==> config.mk <==
export PLATFORM = sky130hd
export DESIGN_NAME = cefi_top
export DESIGN_NICKNAME = d
export VERILOG_FILES = /design/src/include/cefi_pkg.sv /design/src/design/cefi_recovery.sv /design/src/design/cefi_top.sv
export SDC_FILE = /design/constraint.sdc
export NUM_CORES = 1
export LEC_CHECK = 0
export BUFFER_PORTS_ARGS = -buffer_cell sky130_fd_sc_hd__buf_2
export CORE_MARGIN = 4
export CORE_UTILIZATION = 50
export CTS_BUF_LIST = sky130_fd_sc_hd__clkbuf_4
export DETAILED_ROUTE_END_ITERATION = 8
export GPL_TIMING_DRIVEN = 0
export PLACE_DENSITY = 0.81
export SLEW_MARGIN = 10
export SYNTH_ARGS = -nofsm -noshare
export SYNTH_HDL_FRONTEND = slang
export SYNTH_SLANG_ARGS = --single-unit
==> constraint.sdc <==
create_clock -name CLK_SYS -period 4.7 [get_ports CLK_SYS]
set_clock_uncertainty 0.1 [all_clocks]
set_input_delay 0.235 -clock CLK_SYS [delete_from_list [all_inputs] [get_ports CLK_SYS]]
set_output_delay 0.235 -clock CLK_SYS [all_outputs]
set_load 0.02 [all_outputs]
==> src/include/cefi_pkg.sv <==
// package of constants and carrier types for the can error and interrupt flag block
package cefi_pkg;

    // ------------------------------------------------------------
    // host op-codes
    // ------------------------------------------------------------
    localparam logic [7:0] OP_RD_ERROR_STATE = 8'hdc;
    localparam logic [7:0] OP_RD_EVENT_FLAGS = 8'hde;
    localparam logic [7:0] OP_WR_ENABLE_MASK = 8'h1c;
    localparam logic [7:0] OP_RD_ENABLE_MASK = 8'he4;
    localparam logic [7:0] OP_NONE           = 8'h00;

    // ------------------------------------------------------------
    // reset values
    // ------------------------------------------------------------
    localparam logic [7:0] ERROR_STATE_RST = 8'h00;
    localparam logic [7:0] EVENT_FLAGS_RST = 8'h00;
    localparam logic [7:0] ENABLE_MASK_RST = 8'h00;
    localparam logic [3:0] MATCH_CODE_RST  = 4'h0;

    // ------------------------------------------------------------
    // error state field positions
    // ------------------------------------------------------------
    localparam int ERR_BUS_OFF_BIT   = 7;
    localparam int ERR_TX_PASS_BIT   = 6;
    localparam int ERR_RX_PASS_BIT   = 5;
    localparam int ERR_BIT_MISM_BIT  = 4;
    localparam int ERR_FORM_BIT      = 3;
    localparam int ERR_CHECKSUM_BIT  = 2;
    localparam int ERR_ACK_BIT       = 1;
    localparam int ERR_STUFF_BIT     = 0;

    // ------------------------------------------------------------
    // event flag field positions
    // ------------------------------------------------------------
    localparam int FLG_TEMP_RX_BIT   = 7;
    localparam int FLG_FILT_RX_BIT   = 6;
    localparam int FLG_TX_DONE_BIT   = 5;
    localparam int FLG_PROTO_BIT     = 4;
    localparam int FLG_MODE_BIT      = 3;
    localparam int FLG_WAKE_BIT      = 2;
    localparam int FLG_FILT1_BIT     = 1;
    localparam int FLG_FILT0_BIT     = 0;

    // ------------------------------------------------------------
    // counter thresholds
    // ------------------------------------------------------------
    localparam logic [8:0] CNT_PASSIVE_MIN = 9'h080;  // 128
    localparam logic [8:0] CNT_PASSIVE_MAX = 9'h0ff;  // 255
    localparam logic [3:0] RECOV_RUN_LEN   = 4'hb;    // 11 recessive bits
    localparam logic [7:0] RECOV_SEQ_CNT   = 8'h80;   // 128 runs

    // ------------------------------------------------------------
    // operating modes and filter codes
    // ------------------------------------------------------------
    localparam logic [2:0] MODE_NORMAL     = 3'h0;
    localparam logic [2:0] MODE_SLEEP      = 3'h1;
    localparam logic       MATCH_VALID     = 1'b1;

    // bus bit sample from the protocol engine
    typedef struct packed {
        logic bit_strobe;  // one pulse per sampled bit
        logic tx_active;   // node is transmitting a frame
        logic tx_level;    // level driven, 1 = recessive
        logic rx_level;    // level sampled, 1 = recessive
    } cefi_link_s;

    // receive-side protocol faults, one-cycle pulses
    typedef struct packed {
        logic form;
        logic checksum;
        logic ack;
        logic stuff;
    } cefi_fault_s;

    // frame events, one-cycle pulses
    typedef struct packed {
        logic       temp_rx;
        logic       filt_rx;
        logic       tx_done;
        logic       filt_pass;
        logic [2:0] filt_num;
    } cefi_frame_s;

    typedef enum logic [0:0] {
        CEFI_MODE_IDLE,
        CEFI_MODE_DRAIN
    } cefi_mode_e;

endpackage

==> src/design/cefi_recovery.sv <==
// bus-off recovery detector: counts runs of recessive bits
`timescale 1ns/1ps
module cefi_recovery
    import cefi_pkg::*;
(
    // clock and reset
    input  wire logic CLK_SYS,
    input  wire logic RST_N,
    // control
    input  wire logic ENABLE,
    input  wire logic BIT_STROBE,
    input  wire logic RX_LEVEL,
    // result
    output logic      DONE
);

    logic [3:0] run_ff;
    logic [7:0] seq_ff;
    logic       done_ff;

    // ------------------------------------------------------------
    // run and sequence counters
    // ------------------------------------------------------------
    always_ff @(posedge CLK_SYS or negedge RST_N) begin
        if (!RST_N) begin
            run_ff  <= 4'h0;
            seq_ff  <= 8'h00;
            done_ff <= 1'b0;
        end else begin
            done_ff <= 1'b0;
            if (!ENABLE) begin
                run_ff <= 4'h0;
                seq_ff <= 8'h00;
            end else if (BIT_STROBE) begin
                if (!RX_LEVEL) begin
                    run_ff <= 4'h0;  // dominant bit breaks the run
                end else if (run_ff == RECOV_RUN_LEN - 4'h1) begin
                    run_ff <= 4'h0;
                    if (seq_ff == RECOV_SEQ_CNT - 8'h01) begin
                        seq_ff  <= 8'h00;
                        done_ff <= 1'b1;
                    end else begin
                        seq_ff <= seq_ff + 8'h01;
                    end
                end else begin
                    run_ff <= run_ff + 4'h1;
                end
            end
        end
    end

    assign DONE = done_ff;

endmodule

==> src/design/cefi_top.sv <==
// error state, interrupt flags, enable mask and interrupt pin of the can controller
`timescale 1ns/1ps
//
// Contract
// - error register is read-only via op-code 0xdc; writes do nothing
// - error bits zero at power-up, kept through a device reset
// - host read of error register clears bits 4:0 only
// - bit 7 sets when transmit error count exceeds 255
// - bit 7 clears after 128 runs of 11 recessive bits
// - bit 6 high while transmit count is 128 to 255
// - bit 5 high while receive count is 128 to 255
// - bit 4 sets on driven versus sampled mismatch while transmitting
// - bit 3 sets on a form violation in a received frame
// - bit 2 sets on a checksum mismatch in a received frame
// - bit 1 sets on an acknowledge error
// - bit 0 sets on a stuffing violation
// - flag register read via 0xde clears the flags it returned and the pin
// - pin latches high on any enabled set flag until read
// - flag 7 sets on a valid frame in the temporary buffer
// - flag 6 sets on a filtered frame moved into the fifo
// - flag 5 sets on each successful transmission
// - flag 4 sets on any protocol error
// - flag 2 sets when bus activity wakes the device from sleep
// - flags 1 and 0 on filter one or zero pass; code 1001 or 1000
// - enable mask written with 0x1c, read with 0xe4, bitwise gating
module cefi_top
    import cefi_pkg::*;
(
    // clock and resets
    input  wire logic        CLK_SYS,
    input  wire logic        RST_N,
    input  wire logic        DEV_RESET,
    // host op-code port
    input  wire logic        OP_VALID,
    input  wire logic [7:0]  OP_CODE,
    input  wire logic [7:0]  OP_WDATA,
    input  wire logic        OP_END,
    output logic [7:0]       RD_DATA,
    output logic             RD_VALID,
    // protocol engine reports
    input  wire logic [8:0]  TX_ERR_CNT,
    input  wire logic [8:0]  RX_ERR_CNT,
    input  wire cefi_link_s  LINK,
    input  wire cefi_fault_s FAULT,
    input  wire cefi_frame_s FRAME,
    // mode control
    input  wire logic        MODE_REQ,
    input  wire logic [2:0]  MODE_NEW,
    input  wire logic        TX_FIFO_EMPTY,
    input  wire logic        BUS_ACTIVITY,
    output logic [2:0]       MODE_CUR,
    // outputs
    output logic             INT,
    output logic             BUS_OFF,
    output logic             RECOVERY_DONE,
    output logic [3:0]       FILTER_MATCH_CODE
);

    // ------------------------------------------------------------
    // declarations
    // ------------------------------------------------------------
    logic [4:0] err_evt_ff;
    logic [2:0] err_state_ff;
    logic [7:0] flags_ff;
    logic [7:0] enable_mask_ff;
    logic       int_ff;
    logic [7:0] rd_data_ff;
    logic       rd_valid_ff;
    logic [7:0] pend_op_ff;
    logic [7:0] rd_capture_ff;
    logic [2:0] mode_cur_ff;
    logic [2:0] pend_mode_ff;
    logic       mode_evt_ff;
    logic       wake_evt_ff;
    logic [3:0] match_code_ff;
    cefi_mode_e mode_st_ff;
    logic [4:0] err_set;
    logic [7:0] flag_set;
    logic [4:0] err_clr;
    logic [7:0] flag_clr;
    logic [7:0] error_state;
    logic       bit_mismatch_error;
    logic       tx_over;
    logic       recov_done;
    logic       op_end_err;
    logic       op_end_flags;

    // ------------------------------------------------------------
    // event decode
    // ------------------------------------------------------------
    // mismatch between driven and sampled level while transmitting
    assign bit_mismatch_error = LINK.bit_strobe && LINK.tx_active
                                && (LINK.tx_level != LINK.rx_level);
    // protocol error sources in error register order
    assign err_set = {bit_mismatch_error, FAULT.form, FAULT.checksum,
                      FAULT.ack, FAULT.stuff};
    assign flag_set = {FRAME.temp_rx,
                       FRAME.filt_rx,
                       FRAME.tx_done,
                       |err_set,
                       mode_evt_ff,
                       wake_evt_ff,
                       FRAME.filt_pass && (FRAME.filt_num == 3'h1),
                       FRAME.filt_pass && (FRAME.filt_num == 3'h0)};
    assign tx_over      = TX_ERR_CNT > CNT_PASSIVE_MAX;
    assign op_end_err   = OP_END && (pend_op_ff == OP_RD_ERROR_STATE);
    assign op_end_flags = OP_END && (pend_op_ff == OP_RD_EVENT_FLAGS);
    // only bits the host actually saw are cleared
    assign err_clr  = op_end_err ? rd_capture_ff[4:0] : 5'h00;
    assign flag_clr = op_end_flags ? rd_capture_ff : 8'h00;
    assign error_state = {err_state_ff, err_evt_ff};

    // ------------------------------------------------------------
    // bus-off recovery
    // ------------------------------------------------------------
    cefi_recovery u_recovery (
        .CLK_SYS    (CLK_SYS),
        .RST_N      (RST_N),
        .ENABLE     (err_state_ff[2]),
        .BIT_STROBE (LINK.bit_strobe),
        .RX_LEVEL   (LINK.rx_level),
        .DONE       (recov_done)
    );

    // ------------------------------------------------------------
    // error register, power-up reset only
    // ------------------------------------------------------------
    // protocol error bits: set wins over a clearing read
    always_ff @(posedge CLK_SYS or negedge RST_N) begin
        if (!RST_N) begin
            err_evt_ff <= ERROR_STATE_RST[4:0];
        end else begin
            err_evt_ff <= (err_evt_ff & ~err_clr) | err_set;
        end
    end

    // fault confinement state bits, untouched by reads and device reset
    always_ff @(posedge CLK_SYS or negedge RST_N) begin
        if (!RST_N) begin
            err_state_ff <= ERROR_STATE_RST[7:5];
        end else begin
            if (recov_done) begin
                err_state_ff[2] <= 1'b0;
            end else if (tx_over) begin
                err_state_ff[2] <= 1'b1;
            end
            err_state_ff[1] <= (TX_ERR_CNT >= CNT_PASSIVE_MIN)
                               && (TX_ERR_CNT <= CNT_PASSIVE_MAX);
            err_state_ff[0] <= (RX_ERR_CNT >= CNT_PASSIVE_MIN)
                               && (RX_ERR_CNT <= CNT_PASSIVE_MAX);
        end
    end

    // ------------------------------------------------------------
    // event flags and interrupt pin
    // ------------------------------------------------------------
    // flags clear on read completion and device reset; new events win over the read, device reset wins over new events
    always_ff @(posedge CLK_SYS or negedge RST_N) begin
        if (!RST_N) begin
            flags_ff <= EVENT_FLAGS_RST;
        end else if (DEV_RESET) begin
            flags_ff <= EVENT_FLAGS_RST;
        end else begin
            flags_ff <= (flags_ff & ~flag_clr) | flag_set;
        end
    end

    // pin latches on any enabled flag, drops after the flag read
    always_ff @(posedge CLK_SYS or negedge RST_N) begin
        if (!RST_N) begin
            int_ff <= 1'b0;
        end else if (DEV_RESET) begin
            int_ff <= 1'b0;
        end else if (|(flags_ff & enable_mask_ff & ~flag_clr)) begin
            int_ff <= 1'b1;
        end else if (op_end_flags) begin
            int_ff <= 1'b0;
        end
    end

    // ------------------------------------------------------------
    // host op-code handling
    // ------------------------------------------------------------
    // enable mask write
    always_ff @(posedge CLK_SYS or negedge RST_N) begin
        if (!RST_N) begin
            enable_mask_ff <= ENABLE_MASK_RST;
        end else if (DEV_RESET) begin
            enable_mask_ff <= ENABLE_MASK_RST;
        end else if (OP_VALID && (OP_CODE == OP_WR_ENABLE_MASK)) begin
            enable_mask_ff <= OP_WDATA;
        end
    end

    // read data, capture and pending read op-code
    always_ff @(posedge CLK_SYS or negedge RST_N) begin
        if (!RST_N) begin
            rd_data_ff    <= 8'h00;
            rd_valid_ff   <= 1'b0;
            pend_op_ff    <= OP_NONE;
            rd_capture_ff <= 8'h00;
        end else begin
            rd_valid_ff <= 1'b0;
            if (OP_END) begin
                pend_op_ff <= OP_NONE;
            end
            if (OP_VALID) begin
                pend_op_ff <= OP_CODE;
                case (OP_CODE)
                    OP_RD_ERROR_STATE: begin
                        rd_data_ff    <= error_state;
                        rd_capture_ff <= error_state;
                        rd_valid_ff   <= 1'b1;
                    end
                    OP_RD_EVENT_FLAGS: begin
                        rd_data_ff    <= flags_ff;
                        rd_capture_ff <= flags_ff;
                        rd_valid_ff   <= 1'b1;
                    end
                    OP_RD_ENABLE_MASK: begin
                        rd_data_ff    <= enable_mask_ff;
                        rd_capture_ff <= 8'h00;
                        rd_valid_ff   <= 1'b1;
                    end
                    default: begin
                        rd_capture_ff <= 8'h00;  // other codes belong elsewhere
                    end
                endcase
            end
        end
    end

    // ------------------------------------------------------------
    // mode change and wake-up
    // ------------------------------------------------------------
    // requested mode waits for the transmit fifo to drain
    always_ff @(posedge CLK_SYS or negedge RST_N) begin
        if (!RST_N) begin
            mode_st_ff   <= CEFI_MODE_IDLE;
            mode_cur_ff  <= MODE_NORMAL;
            pend_mode_ff <= MODE_NORMAL;
            mode_evt_ff  <= 1'b0;
            wake_evt_ff  <= 1'b0;
        end else begin
            mode_evt_ff <= 1'b0;
            wake_evt_ff <= 1'b0;
            if (DEV_RESET) begin
                mode_st_ff  <= CEFI_MODE_IDLE;
                mode_cur_ff <= MODE_NORMAL;
            end else begin
                case (mode_st_ff)
                    CEFI_MODE_IDLE: begin
                        if (MODE_REQ) begin
                            pend_mode_ff <= MODE_NEW;
                            mode_st_ff   <= CEFI_MODE_DRAIN;
                        end else if (BUS_ACTIVITY && (mode_cur_ff == MODE_SLEEP)) begin
                            mode_cur_ff <= MODE_NORMAL;
                            wake_evt_ff <= 1'b1;
                        end
                    end
                    CEFI_MODE_DRAIN: begin
                        if (TX_FIFO_EMPTY && !LINK.tx_active) begin
                            mode_cur_ff <= pend_mode_ff;
                            mode_evt_ff <= 1'b1;
                            mode_st_ff  <= CEFI_MODE_IDLE;
                        end
                    end
                    default: begin
                        mode_st_ff <= CEFI_MODE_IDLE;
                    end
                endcase
            end
        end
    end

    // ------------------------------------------------------------
    // filter match code
    // ------------------------------------------------------------
    always_ff @(posedge CLK_SYS or negedge RST_N) begin
        if (!RST_N) begin
            match_code_ff <= MATCH_CODE_RST;
        end else if (FRAME.filt_pass) begin
            match_code_ff <= {MATCH_VALID, FRAME.filt_num};
        end
    end

    // ------------------------------------------------------------
    // outputs
    // ------------------------------------------------------------
    assign RD_DATA           = rd_data_ff;
    assign RD_VALID          = rd_valid_ff;
    assign INT               = int_ff;
    assign BUS_OFF           = err_state_ff[2];
    assign RECOVERY_DONE     = recov_done;
    assign MODE_CUR          = mode_cur_ff;
    assign FILTER_MATCH_CODE = match_code_ff;

    // ------------------------------------------------------------
    // assertions
    // ------------------------------------------------------------
    a_bus_off_flag_set: assert property (
        @(posedge CLK_SYS) disable iff (!RST_N)
        (tx_over && !recov_done) |=> BUS_OFF)
        else $error("bus-off bit not set after count overflow");

    a_bus_off_flag_hold: assert property (
        @(posedge CLK_SYS) disable iff (!RST_N)
        (BUS_OFF && !recov_done) |=> BUS_OFF)
        else $error("bus-off bit dropped without recovery");

    a_tx_passive: assert property (
        @(posedge CLK_SYS) disable iff (!RST_N)
        (TX_ERR_CNT >= 9'h080 && TX_ERR_CNT <= 9'h0ff) |=> error_state[6])
        else $error("transmit passive bit missing");

    a_rx_passive: assert property (
        @(posedge CLK_SYS) disable iff (!RST_N)
        (RX_ERR_CNT > 9'h0ff || RX_ERR_CNT < 9'h080) |=> !error_state[5])
        else $error("receive passive bit set out of range");

    a_bit_mismatch: assert property (
        @(posedge CLK_SYS) disable iff (!RST_N)
        (LINK.bit_strobe && LINK.tx_active && LINK.tx_level != LINK.rx_level && !DEV_RESET)
        |=> error_state[4] && flags_ff[4])
        else $error("bit mismatch not recorded");

    a_stuff_err: assert property (
        @(posedge CLK_SYS) disable iff (!RST_N)
        FAULT.stuff |=> error_state[0])
        else $error("stuffing error not recorded");

    a_err_read_clr: assert property (
        @(posedge CLK_SYS) disable iff (!RST_N)
        (op_end_err && err_set == 5'h00) |=> ((err_evt_ff & $past(rd_capture_ff[4:0])) == 5'h00))
        else $error("error bits not cleared by read");

    a_flag_read_clr: assert property (
        @(posedge CLK_SYS) disable iff (!RST_N)
        (op_end_flags && flag_set == 8'h00) |=> ((flags_ff & $past(rd_capture_ff)) == 8'h00))
        else $error("flags not cleared by read");

    a_int_latch: assert property (
        @(posedge CLK_SYS) disable iff (!RST_N)
        (|(flags_ff & enable_mask_ff) && !op_end_flags && !DEV_RESET)
        |=> INT ##1 (INT || $past(op_end_flags) || $past(DEV_RESET)))
        else $error("interrupt pin not latched");

    a_temp_rx_wins: assert property (
        @(posedge CLK_SYS) disable iff (!RST_N)
        (FRAME.temp_rx && !DEV_RESET) |=> flags_ff[7])
        else $error("temporary buffer event lost");

    a_mode_drain: assert property (
        @(posedge CLK_SYS) disable iff (!RST_N)
        mode_evt_ff |-> $past(TX_FIFO_EMPTY) && $past(mode_st_ff == CEFI_MODE_DRAIN))
        else $error("mode changed before transmit fifo drained");

    a_mask_write: assert property (
        @(posedge CLK_SYS) disable iff (!RST_N)
        (OP_VALID && OP_CODE == 8'h1c && !DEV_RESET) |=> enable_mask_ff == $past(OP_WDATA))
        else $error("enable mask write lost");

    a_filter_code: assert property (
        @(posedge CLK_SYS) disable iff (!RST_N)
        (FRAME.filt_pass && FRAME.filt_num == 3'h1) |=> FILTER_MATCH_CODE == 4'h9)
        else $error("filter one code wrong");

endmodule

==> metrics, run 1 <==
maximum clock path buffer count 2; number of remaining DRC errors 0; Fin. Hold Viols 0; Syn-to-layout area delta 27.3%; via count of the first global-routing pass 3,015; area leader, netlist dfrtp_1; PD cells 283 nW/um^2; dpl ws 2.60 ns; first-pass GRT wire length 14,400 um; Req. time, crit path 4.93 ns; Main synth FF type dfrtp_1; post-route setup slack 2.45 ns; Worst-Skew Late Latency 0.41 ns; TritonCTS clock tree built; RSZ-0062 raised after global routing false; largest net degree at the start of global routing 51; VDD IR max 0.000145 V; type of destination of the critical path register; syn nets 397; Worst Path Max Fanout 8; Std-Cell Rows 30; Final nets 509; Max Cap Violations 0; dpl hpwl 6060 um; max-slew violation count 0; fmax 0.444 GHz; leakage 0.00214 uW; initial antenna violation count 0; grt total ovfl 0; number of synthesized flops with an enable pin 0; core area 6830 sq um; number of cells in the design after placement 494; design area 4500 sq um; flops & latches, synth 76; Slew HR 15.4%; Syn Std Cell Area 3540 sq um; DR pass1 iterations 4; non-filler instance count after layout 546; I/O pin cnt 79; GRT Total Usage 21.6%; port bufs 63; post-route ant nets 0; status completed; total placed instance area 4000 sq um; initial DRC count 238; top cell type's share of synthesized area 53.7%; Seq/Total Area, Yosys 53.7%; full die area 8490 sq um; crit path kind input port to register; die height 92.1 um; Initial Util 51.8%; DRT Wirelength 8780 um; layout cells sized above 1 22.2%; FFs w/ async S/R, synth 100%; cts bufs inserted 9; vias per std cell 5.71; Via Count 3,120; Tcrit/Tclk final 48.0%; # fillers 575; hold crit path type input port to register; Synth area leaders dfrtp_1, nor2_1, a221oi_1, nand2_1, mux2i_1; clock sink count 76; slew of the pin with the lowest slew margin 1.25 ns; Die X 92.1 um; CTS clk-pin slew, worst paths 0.10 ns; syn_area_per_cell 10.6 sq um; most common cell in the netlist dfrtp_1; CP arrival 2.49 ns; Ant. Diodes 0; Yosys cell types 53; final setup TNS 0 ns; Synth Warn # 0; number of post-CTS setup repair buffers 0; Final Setup Violations 0; Root Driver clkbuf_4; startpoint types input port; H-tree levels 3; Post-Synthesis Cells 334; gpl congestion 0.846; fin crit period 2.25 ns; WL/cell 16.1 um; Synth top cells by count dfrtp_1, nor2_1, nand2_1
state kept, by name, indices dropped and copies added (netlist names), 4 cells and up:
signal	flops
flags_ff	8
enable_mask_ff	8
u_recovery.run_ff	4
FILTER_MATCH_CODE	4
u_recovery.seq_ff	8
pend_op_ff	8
err_evt_ff	5
RD_DATA	8
rd_capture_ff	8
logic make-up (layout without fill, tap and decap cells):
group / count (synthesis) / count (layout) / synth area share, %
compound gates: 72 / 72 / 15.6
xor+xnor: 4 / 4 / 0.990
fa+ha+maj: 3 / 3 / 1.06
buf+inv: 21 / 137 / 2.97
flops: 76 / 76 / 53.7
mux: 14 / 14 / 4.17
simple gates: 144 / 144 / 21.5
metal layers:
layer / wire [um] / GRT usage [%] / vias to the layer above / share of wire (%)
met5: 0 / 0 / - / 0
met3: 512 / 4.18 / 21 / 5.8
met1: 3860 / 28.4 / 1522 / 44
met4: 228 / 10.0 / 0 / 2.6
met2: 4180 / 34.5 / 109 / 48
li1: - / - / 1468 / -
path summary, 6_finish.rpt:
check                                     start         endpoint  depth (start not counted)  slack [ns]
worst max-delay path                 OP_CODE[3]       RD_DATA[1]                          6        2.45
worst min-delay path                    LINK[3]    err_evt_ff[4]                          3        0.04
worst max register to register    pend_op_ff[0]              INT                          5        2.61
worst min register to register  u_recovery.DONE  err_state_ff[2]                          1        0.34
max in group asynchronous                 RST_N      wake_evt_ff                          3        3.76
min in group asynchronous                 RST_N      flags_ff[0]                          2        0.17
cell type report:
class | instances | area, sq um | area share (%)
flip-flops and latches | 76 | 1900 | 42.2
multi-input cells | 237 | 1530 | 34.0
repair buffers | 101 | 716 | 15.9
well taps | 96 | 120 | 2.67
clock buffers | 12 | 90.1 | 2.00
plain buffers | 12 | 70.1 | 1.56
clock inverters | 3 | 38.8 | 0.861
inverters | 9 | 35.0 | 0.778
worst max-delay path, cell delays in order:
cell	delay [ns]
dlygate4sd3_1	0.53
buf_2	0.15
nor4b_1	1.04
and3_1	0.30
a221oi_1	0.07
o21ai_1	0.16
cell usage in the layout (no fill, tap or decap), types with 6 or more instances in the layout:
cell            n
o21ai_0         6
a22o_1          9
and3_1          8
nor2_1         41
nand4_1         8
dfrtp_1        76
nand3_1         7
mux2_2          6
nor3_1          9
inv_1           7
clkbuf_4       12
a221oi_1       16
nand2_1        33
dlygate4sd3_1  37
nand4b_1        7
a21o_1          6
a21oi_1         6
o21ai_1         8
clkbuf_1        7
buf_2          63
mux2i_1         8
power breakdown:
part,internal (uW),switching (uW)
registers,690,26.4
clock network,176,211
logic,80.4,90.7
through the flow:
stage                     utilization (%)  power (uW)  hold WS (ns)
after floorplan                         -         801        -0.161
after global placement               58.2         867         0.290
after detailed placement             58.6         876        0.0719
after CTS                            65.9        1280        0.0138
after global routing                 65.9        1340       0.00963
final                                65.9        1270        0.0374
timing repair:
item,CTS,global route
hold buffers,37,0
resized for setup,0,0
endpoints found under the hold margin,110,0
Power figures use the tool's default switching activity.
==> inputs of run 2 (changes only) <==
PLACE_DENSITY = 0.84   (was 0.81)
clock period = 2 ns   (was 4.7 ns; I/O delays follow)
==> run 2 against run 1 <==
Effect of this change: clock power is 94% higher; utilization is 2.2 points higher; sequential cell count stayed put; power is 120% higher; first-iteration DRC count is 13% higher.
==> metrics, run 2 (synthesized netlist as in run 1, its figures left out) <==
Worst Path Max Fanout 10 (+2); Final Setup Violations 0 (unchanged); grt total ovfl 0 (unchanged); WL/cell 16.6 um (+3.2%); I/O pin cnt 79 (unchanged); most frequent cells in the layout dfrtp_1, buf_2, dlygate4sd3_1, nor2_1, nand2_1; Syn-to-layout area delta 31.4%; final setup TNS 0 ns (unchanged); Initial Util 51.8% (unchanged); storage element area 1900 sq um (unchanged); type of destination of the critical path register; Slew HR 19.5% (+4.1 points); Ant. Diodes 0 (unchanged); hold endpoint pend_op_ff[7]; final core utilization 68.1% (+2.2 points); via count of the first global-routing pass 3,230 (+7.1%); reg2reg start pend_op_ff[5]; cts bufs inserted 9 (unchanged); Via Count 3,253 (+4.3%); post-route setup slack 0.0680 ns (-2.38 ns); Max Cap Violations 0 (unchanged); Std-Cell Rows 30 (unchanged); dpl ws 0.00563 ns (-2.60 ns); core area 6830 sq um (unchanged); post-route ant nets 0 (unchanged); slew of the pin with the lowest slew margin 1.19 ns (-0.0600 ns); Reg2Reg Capture Point INT; non-filler instance count after layout 563 (+3.1%); CP arrival 2.10 ns (-0.39 ns); startpoint types register; H-tree levels 3 (unchanged); number of cells in the design after placement 494 (unchanged); RSZ-0062 raised after global routing false; Worst-Skew Late Latency 0.40 ns (about the same); r2r setup slk 0.07 ns (-2.54 ns); fin crit period 1.93 ns; PD cells 616 nW/um^2 (+120%); # fillers 555 (-3.5%); full die area 8490 sq um (unchanged); hold path depth 3 (unchanged); CTS clk-pin slew, worst paths 0.12 ns (+0.02 ns); initial DRC count 269 (+13%); gpl congestion 0.898 (+6.1%); crit path kind register to register; r2r worst-path depth 5 (unchanged); worst hold start OP_VALID; layout cells sized above 1 22.3% (+0.048 points); Final nets 526 (+3.3%); DR pass1 iterations 5 (+1); area of the multi-input gates 1540 sq um (+0.74%); vias per std cell 5.78 (+1.1%); dpl hpwl 6350 um (+4.7%); Root Driver clkbuf_4; die height 92.1 um (unchanged); number of remaining DRC errors 0 (unchanged); leakage 0.00225 uW (+4.9%); clock sink count 76 (unchanged); VDD IR max 0.000390 V (+170%); max-slew violation count 0 (unchanged); port bufs 63 (unchanged); fmax 0.518 GHz; hold crit path type input port to register; TritonCTS clock tree built; most common cell after layout, fill and taps aside dfrtp_1; Fin. Hold Viols 0 (unchanged); DRT Wirelength 9340 um (+6.4%); Hold Worst Slack 0.0438 ns (+0.00633 ns); largest net degree at the start of global routing 51 (unchanged); Req. time, crit path 2.16 ns (-2.77 ns); maximum clock path buffer count 2 (unchanged); Tcrit/Tclk final 96.6%; GRT Total Usage 23.1% (+1.5 points); Die X 92.1 um (unchanged); status completed; first-pass GRT wire length 15,400 um (+7.0%); initial antenna violation count 0 (unchanged)
[run 2: cell types whose count changed in the layout (fill, tap and decap cells not counted), sizes merged]
cell,change
buf,+3
bufinv,-1
clkbuf,-1
clkinv,+2
dlygate4sd3,+14
[run 2: worst max-delay path, cell delays in order, from the launching register on]
cell and delay (ns):
dfrtp_1 0.42, and4b_1 0.30, clkbuf_2 0.26, nand4_1 0.15
a311oi_1 0.41, a41oi_1 0.16
[run 2: worst max path at each step]
stage	from	to	slack, ns	depth (start not counted)
final	pend_op_ff[5]	INT	0.07	5
after global routing	u_recovery.run_ff[0]	u_recovery.seq_ff[7]	0.02	7
after CTS	u_recovery.seq_ff[0]	u_recovery.seq_ff[3]	0.05	5
after detailed placement	pend_op_ff[0]	INT	0.006	5
after global placement	pend_op_ff[5]	INT	0.01	5
after floorplan	u_recovery.run_ff[0]	u_recovery.seq_ff[7]	0.28	7
[run 2: cell type report]
class	instances	share of cell area (%)
inverters	9	0.753
flip-flops and latches	76	40.9
clock inverters	4	0.377
well taps	96	2.58
repair buffers	118	18.9
multi-input cells	237	33.2
plain buffers	12	1.56
clock buffers	11	1.78
[run 2: timing repair]
item                                    4_1_cts  5_1_grt
endpoints found under the setup margin        1        4
hold buffers                                 51        0
pin swaps                                     0        1
gates resized for setup                       2        1
endpoints found under the hold margin       122        0
setup buffers                                 0        3
[run 2: power by group]
group          leakage [uW]  switching [uW]  internal, uW  total (uW)
registers          0.000970            64.7          1620        1690
logic               0.00122             220           205         425
clock network     0.0000616             485           266         751
total               0.00225             770          2090        2860
[run 2: routing by layer]
metal	GRT usage, %	vias to the layer above	wire, um
li1	-	1496	-
met1	29.7	1575	3910
met2	38.0	154	4560
met3	4.51	28	604
met4	10.3	0	263
met5	0	-	0
[run 2: through the flow]
stage	instance area [sq um]	total power, uW
after floorplan	3540	1880
after CTS	4620	2870
after detailed placement	4000	2060
after global routing	4650	3020
after global placement	3970	2030
final	4650	2860
==> inputs of run 3 (changes only) <==
PLACE_DENSITY = 0.83   (was 0.84)
SYNTH_HIERARCHICAL = 1   (was not set)
==> run 3 against run 2 <==
Effect of this change: hold slack lost 0.018 ns; first-iteration DRC count shrank 32%; global-route usage shrank 0.67 points; via count grew 1.2%; combinational power grew 16%; sequential share of layout area shrank 1.2 points; fmax grew 2.8%; critical path depth is the same; sequential power grew 3%; synthesized cell count grew 3.3%; critical endpoint unchanged; largest cell class unchanged.
==> metrics, run 3 <==
type of destination of the critical path register; TritonCTS clock tree built; design area 4790 sq um (+2.9%); Final nets 531 (+0.95%); PD cells 657 nW/um^2 (+6.8%); most common cell in the netlist dfrtp_1; fmax 0.532 GHz (+2.8%); initial antenna violation count 0 (unchanged); status completed; grt total ovfl 0 (unchanged); first-pass GRT wire length 15,600 um (+1.3%); layout cells sized above 1 25.0% (+2.7 points); Root Driver clkbuf_4; Syn-to-layout area delta 28.8%; Req. time, crit path 2.19 ns (+0.03 ns); gpl congestion 0.900 (+0.31%); Ant. Diodes 0 (unchanged); Tcrit/Tclk final 94.0% (-2.6 points); FFs w/ async S/R, synth 100% (unchanged); Final Setup Violations 0 (unchanged); cts bufs inserted 9 (unchanged); core area 7250 sq um (+6.2%); Seq/Total Area, Yosys 51.2% (-2.6 points); final setup TNS 0 ns (unchanged); RSZ-0062 raised after global routing false; syn_area_per_cell 10.8 sq um (+1.6%); I/O pin cnt 79 (unchanged); leakage 0.00226 uW (+0.70%); syn nets 408 (+2.8%); most frequent cells in the layout dfrtp_1, buf_2, dlygate4sd3_1, nand2_1, nor2_1; vias per std cell 5.77 (-0.22%); area leader, netlist dfrtp_1; reg2reg start pend_op_ff[5]; Via Count 3,292 (+1.2%); # fillers 577 (+4.0%); Worst Path Max Fanout 10 (unchanged); Post-Synthesis Cells 345 (+3.3%); Max Cap Violations 0 (unchanged); Fin. Hold Viols 0 (unchanged); Die X 94.2 um (+2.2%); via count of the first global-routing pass 3,328 (+3.0%); Slew HR 57.0% (+37 points); port bufs 63 (unchanged); dpl hpwl 6510 um (+2.6%); CP arrival 2.07 ns (-0.03 ns); DR pass1 iterations 5 (unchanged); Syn Std Cell Area 3710 sq um (+5.0%); slew of the pin with the lowest slew margin 0.641 ns (-0.550 ns); r2r worst-path depth 5 (unchanged); CTS clk-pin slew, worst paths 0.12 ns (about the same); Worst-Skew Late Latency 0.41 ns (about the same); crit path kind register to register; top cell type's share of synthesized area 51.2% (-2.6 points); flops & latches, synth 76 (unchanged); Std-Cell Rows 31 (+3.3%); full die area 8870 sq um (+4.5%); Main synth FF type dfrtp_1; Synth area leaders dfrtp_1, nand2_1, nor2_1, mux2i_1, a21oi_1; Yosys cell types 61 (+15%); largest net degree at the start of global routing 51 (unchanged); DRT Wirelength 9370 um (+0.34%); initial DRC count 184 (-32%); GRT Total Usage 22.4% (-0.67 points); post-route ant nets 0 (unchanged); VDD IR max 0.000315 V (-19%); clock sink count 76 (unchanged); Reg2Reg Capture Point INT; max-slew violation count 0 (unchanged); total placed instance area 4180 sq um (+4.5%); die height 94.2 um (+2.2%); Synth top cells by count dfrtp_1, nand2_1, nor2_1; fin crit period 1.88 ns (-0.0521 ns); hold crit path type input port to async pin; Synth Warn # 6 (+6); most common cell after layout, fill and taps aside dfrtp_1; H-tree levels 3 (unchanged); maximum clock path buffer count 2 (unchanged); number of remaining DRC errors 0 (unchanged); Initial Util 51.2% (-0.58 points); number of synthesized flops with an enable pin 0 (unchanged); r2r setup slk 0.12 ns (+0.05 ns); startpoint types register; WL/cell 16.4 um (-1.1%)
[run 3: cell count changes after synthesis, moves of 5 or more]
cell | before | now
nor2_1 | 41 | 31
and3_2 | 0 | 8
nand2b_1 | 0 | 5
nor3_1 | 9 | 2
a21oi_1 | 6 | 18
a221oi_1 | 16 | 7
and3_1 | 8 | 3
nand4_1 | 8 | 13
a22oi_1 | 0 | 7
[run 3: cell families after synthesis]
logic type | share of synthesized area, %
adders and majority gates | 1.01
and+or+nand+nor | 23.5
AOI/OAI and AO/OA | 15.8
muxes | 4.78
xor gates and xnor gates | 0.236
DFF | 51.2
buffers and inverters | 3.44
[run 3: power by group]
group	leakage [uW]	internal (uW)	switching, uW
clock	0.0000748	413	505
combinational	0.00123	244	249
sequential	0.000954	1640	92.5
[run 3: worst max path at each step]
stage | from | slack, ns | cells past startpoint | end
floorplan | pend_op_ff[0] | 0.46 | 5 | INT
global placement | pend_op_ff[5] | 0.19 | 5 | INT
detailed placement | OP_CODE[1] | 0.19 | 5 | RD_DATA[1]
CTS | OP_CODE[1] | 0.07 | 6 | RD_DATA[1]
global route | pend_op_ff[5] | 0.01 | 5 | INT
finish | pend_op_ff[5] | 0.12 | 5 | INT
[run 3: what timing repair did]
action                                  4_1_cts  5_1_grt
hold endpoints to repair                    120        0
endpoints found under the setup margin        0        1
hold buffers                                 45        0
buffers inserted                              0        3
resized for setup                             0        0
[run 3: metal layers]
| metal | vias to the layer above | routed length [um] | global-route usage, % |
|---|---|---|---|
| met5 | - | 0 | 0 |
| met4 | 0 | 124 | 7.22 |
| met3 | 15 | 617 | 4.17 |
| met2 | 150 | 4770 | 37.2 |
| met1 | 1583 | 3860 | 29.8 |
| li1 | 1544 | - | - |
[run 3: area by class of cell]
type | count | area (sq um) | share of cell area (%)
Buffer | 17 | 101 | 2.12
Clock buffer | 12 | 90.1 | 1.88
Clock inverter | 3 | 38.8 | 0.810
Inverter | 7 | 26.3 | 0.549
Multi-Input combinational cell | 245 | 1690 | 35.2
Sequential cell | 76 | 1900 | 39.7
Tap cell | 99 | 124 | 2.59
Timing Repair Buffer | 112 | 818 | 17.1
[run 3: worst max-delay path, cell delays in order, from the launching register on]
cell	delay [ns]
dfrtp_1	0.41
and4b_1	0.30
buf_2	0.24
nand4_1	0.15
a311oi_1	0.40
a41oi_1	0.16
[run 3: stage by stage]
step           utilization, %  hold slack (ns)  total power [uW]  std cells  setup WS, ns
4_1_cts                  65.7           0.0103              3160        568        0.0737
6_report                 66.0           0.0258              3150        571         0.120
3_3_place_gp             57.3            0.152              2150        507         0.195
2_1_floorplan               -           -0.296              1990        345         0.462
5_1_grt                  66.0           0.0231              3310        571        0.0109
3_5_place_dp             57.7          -0.0600              2180        508         0.194
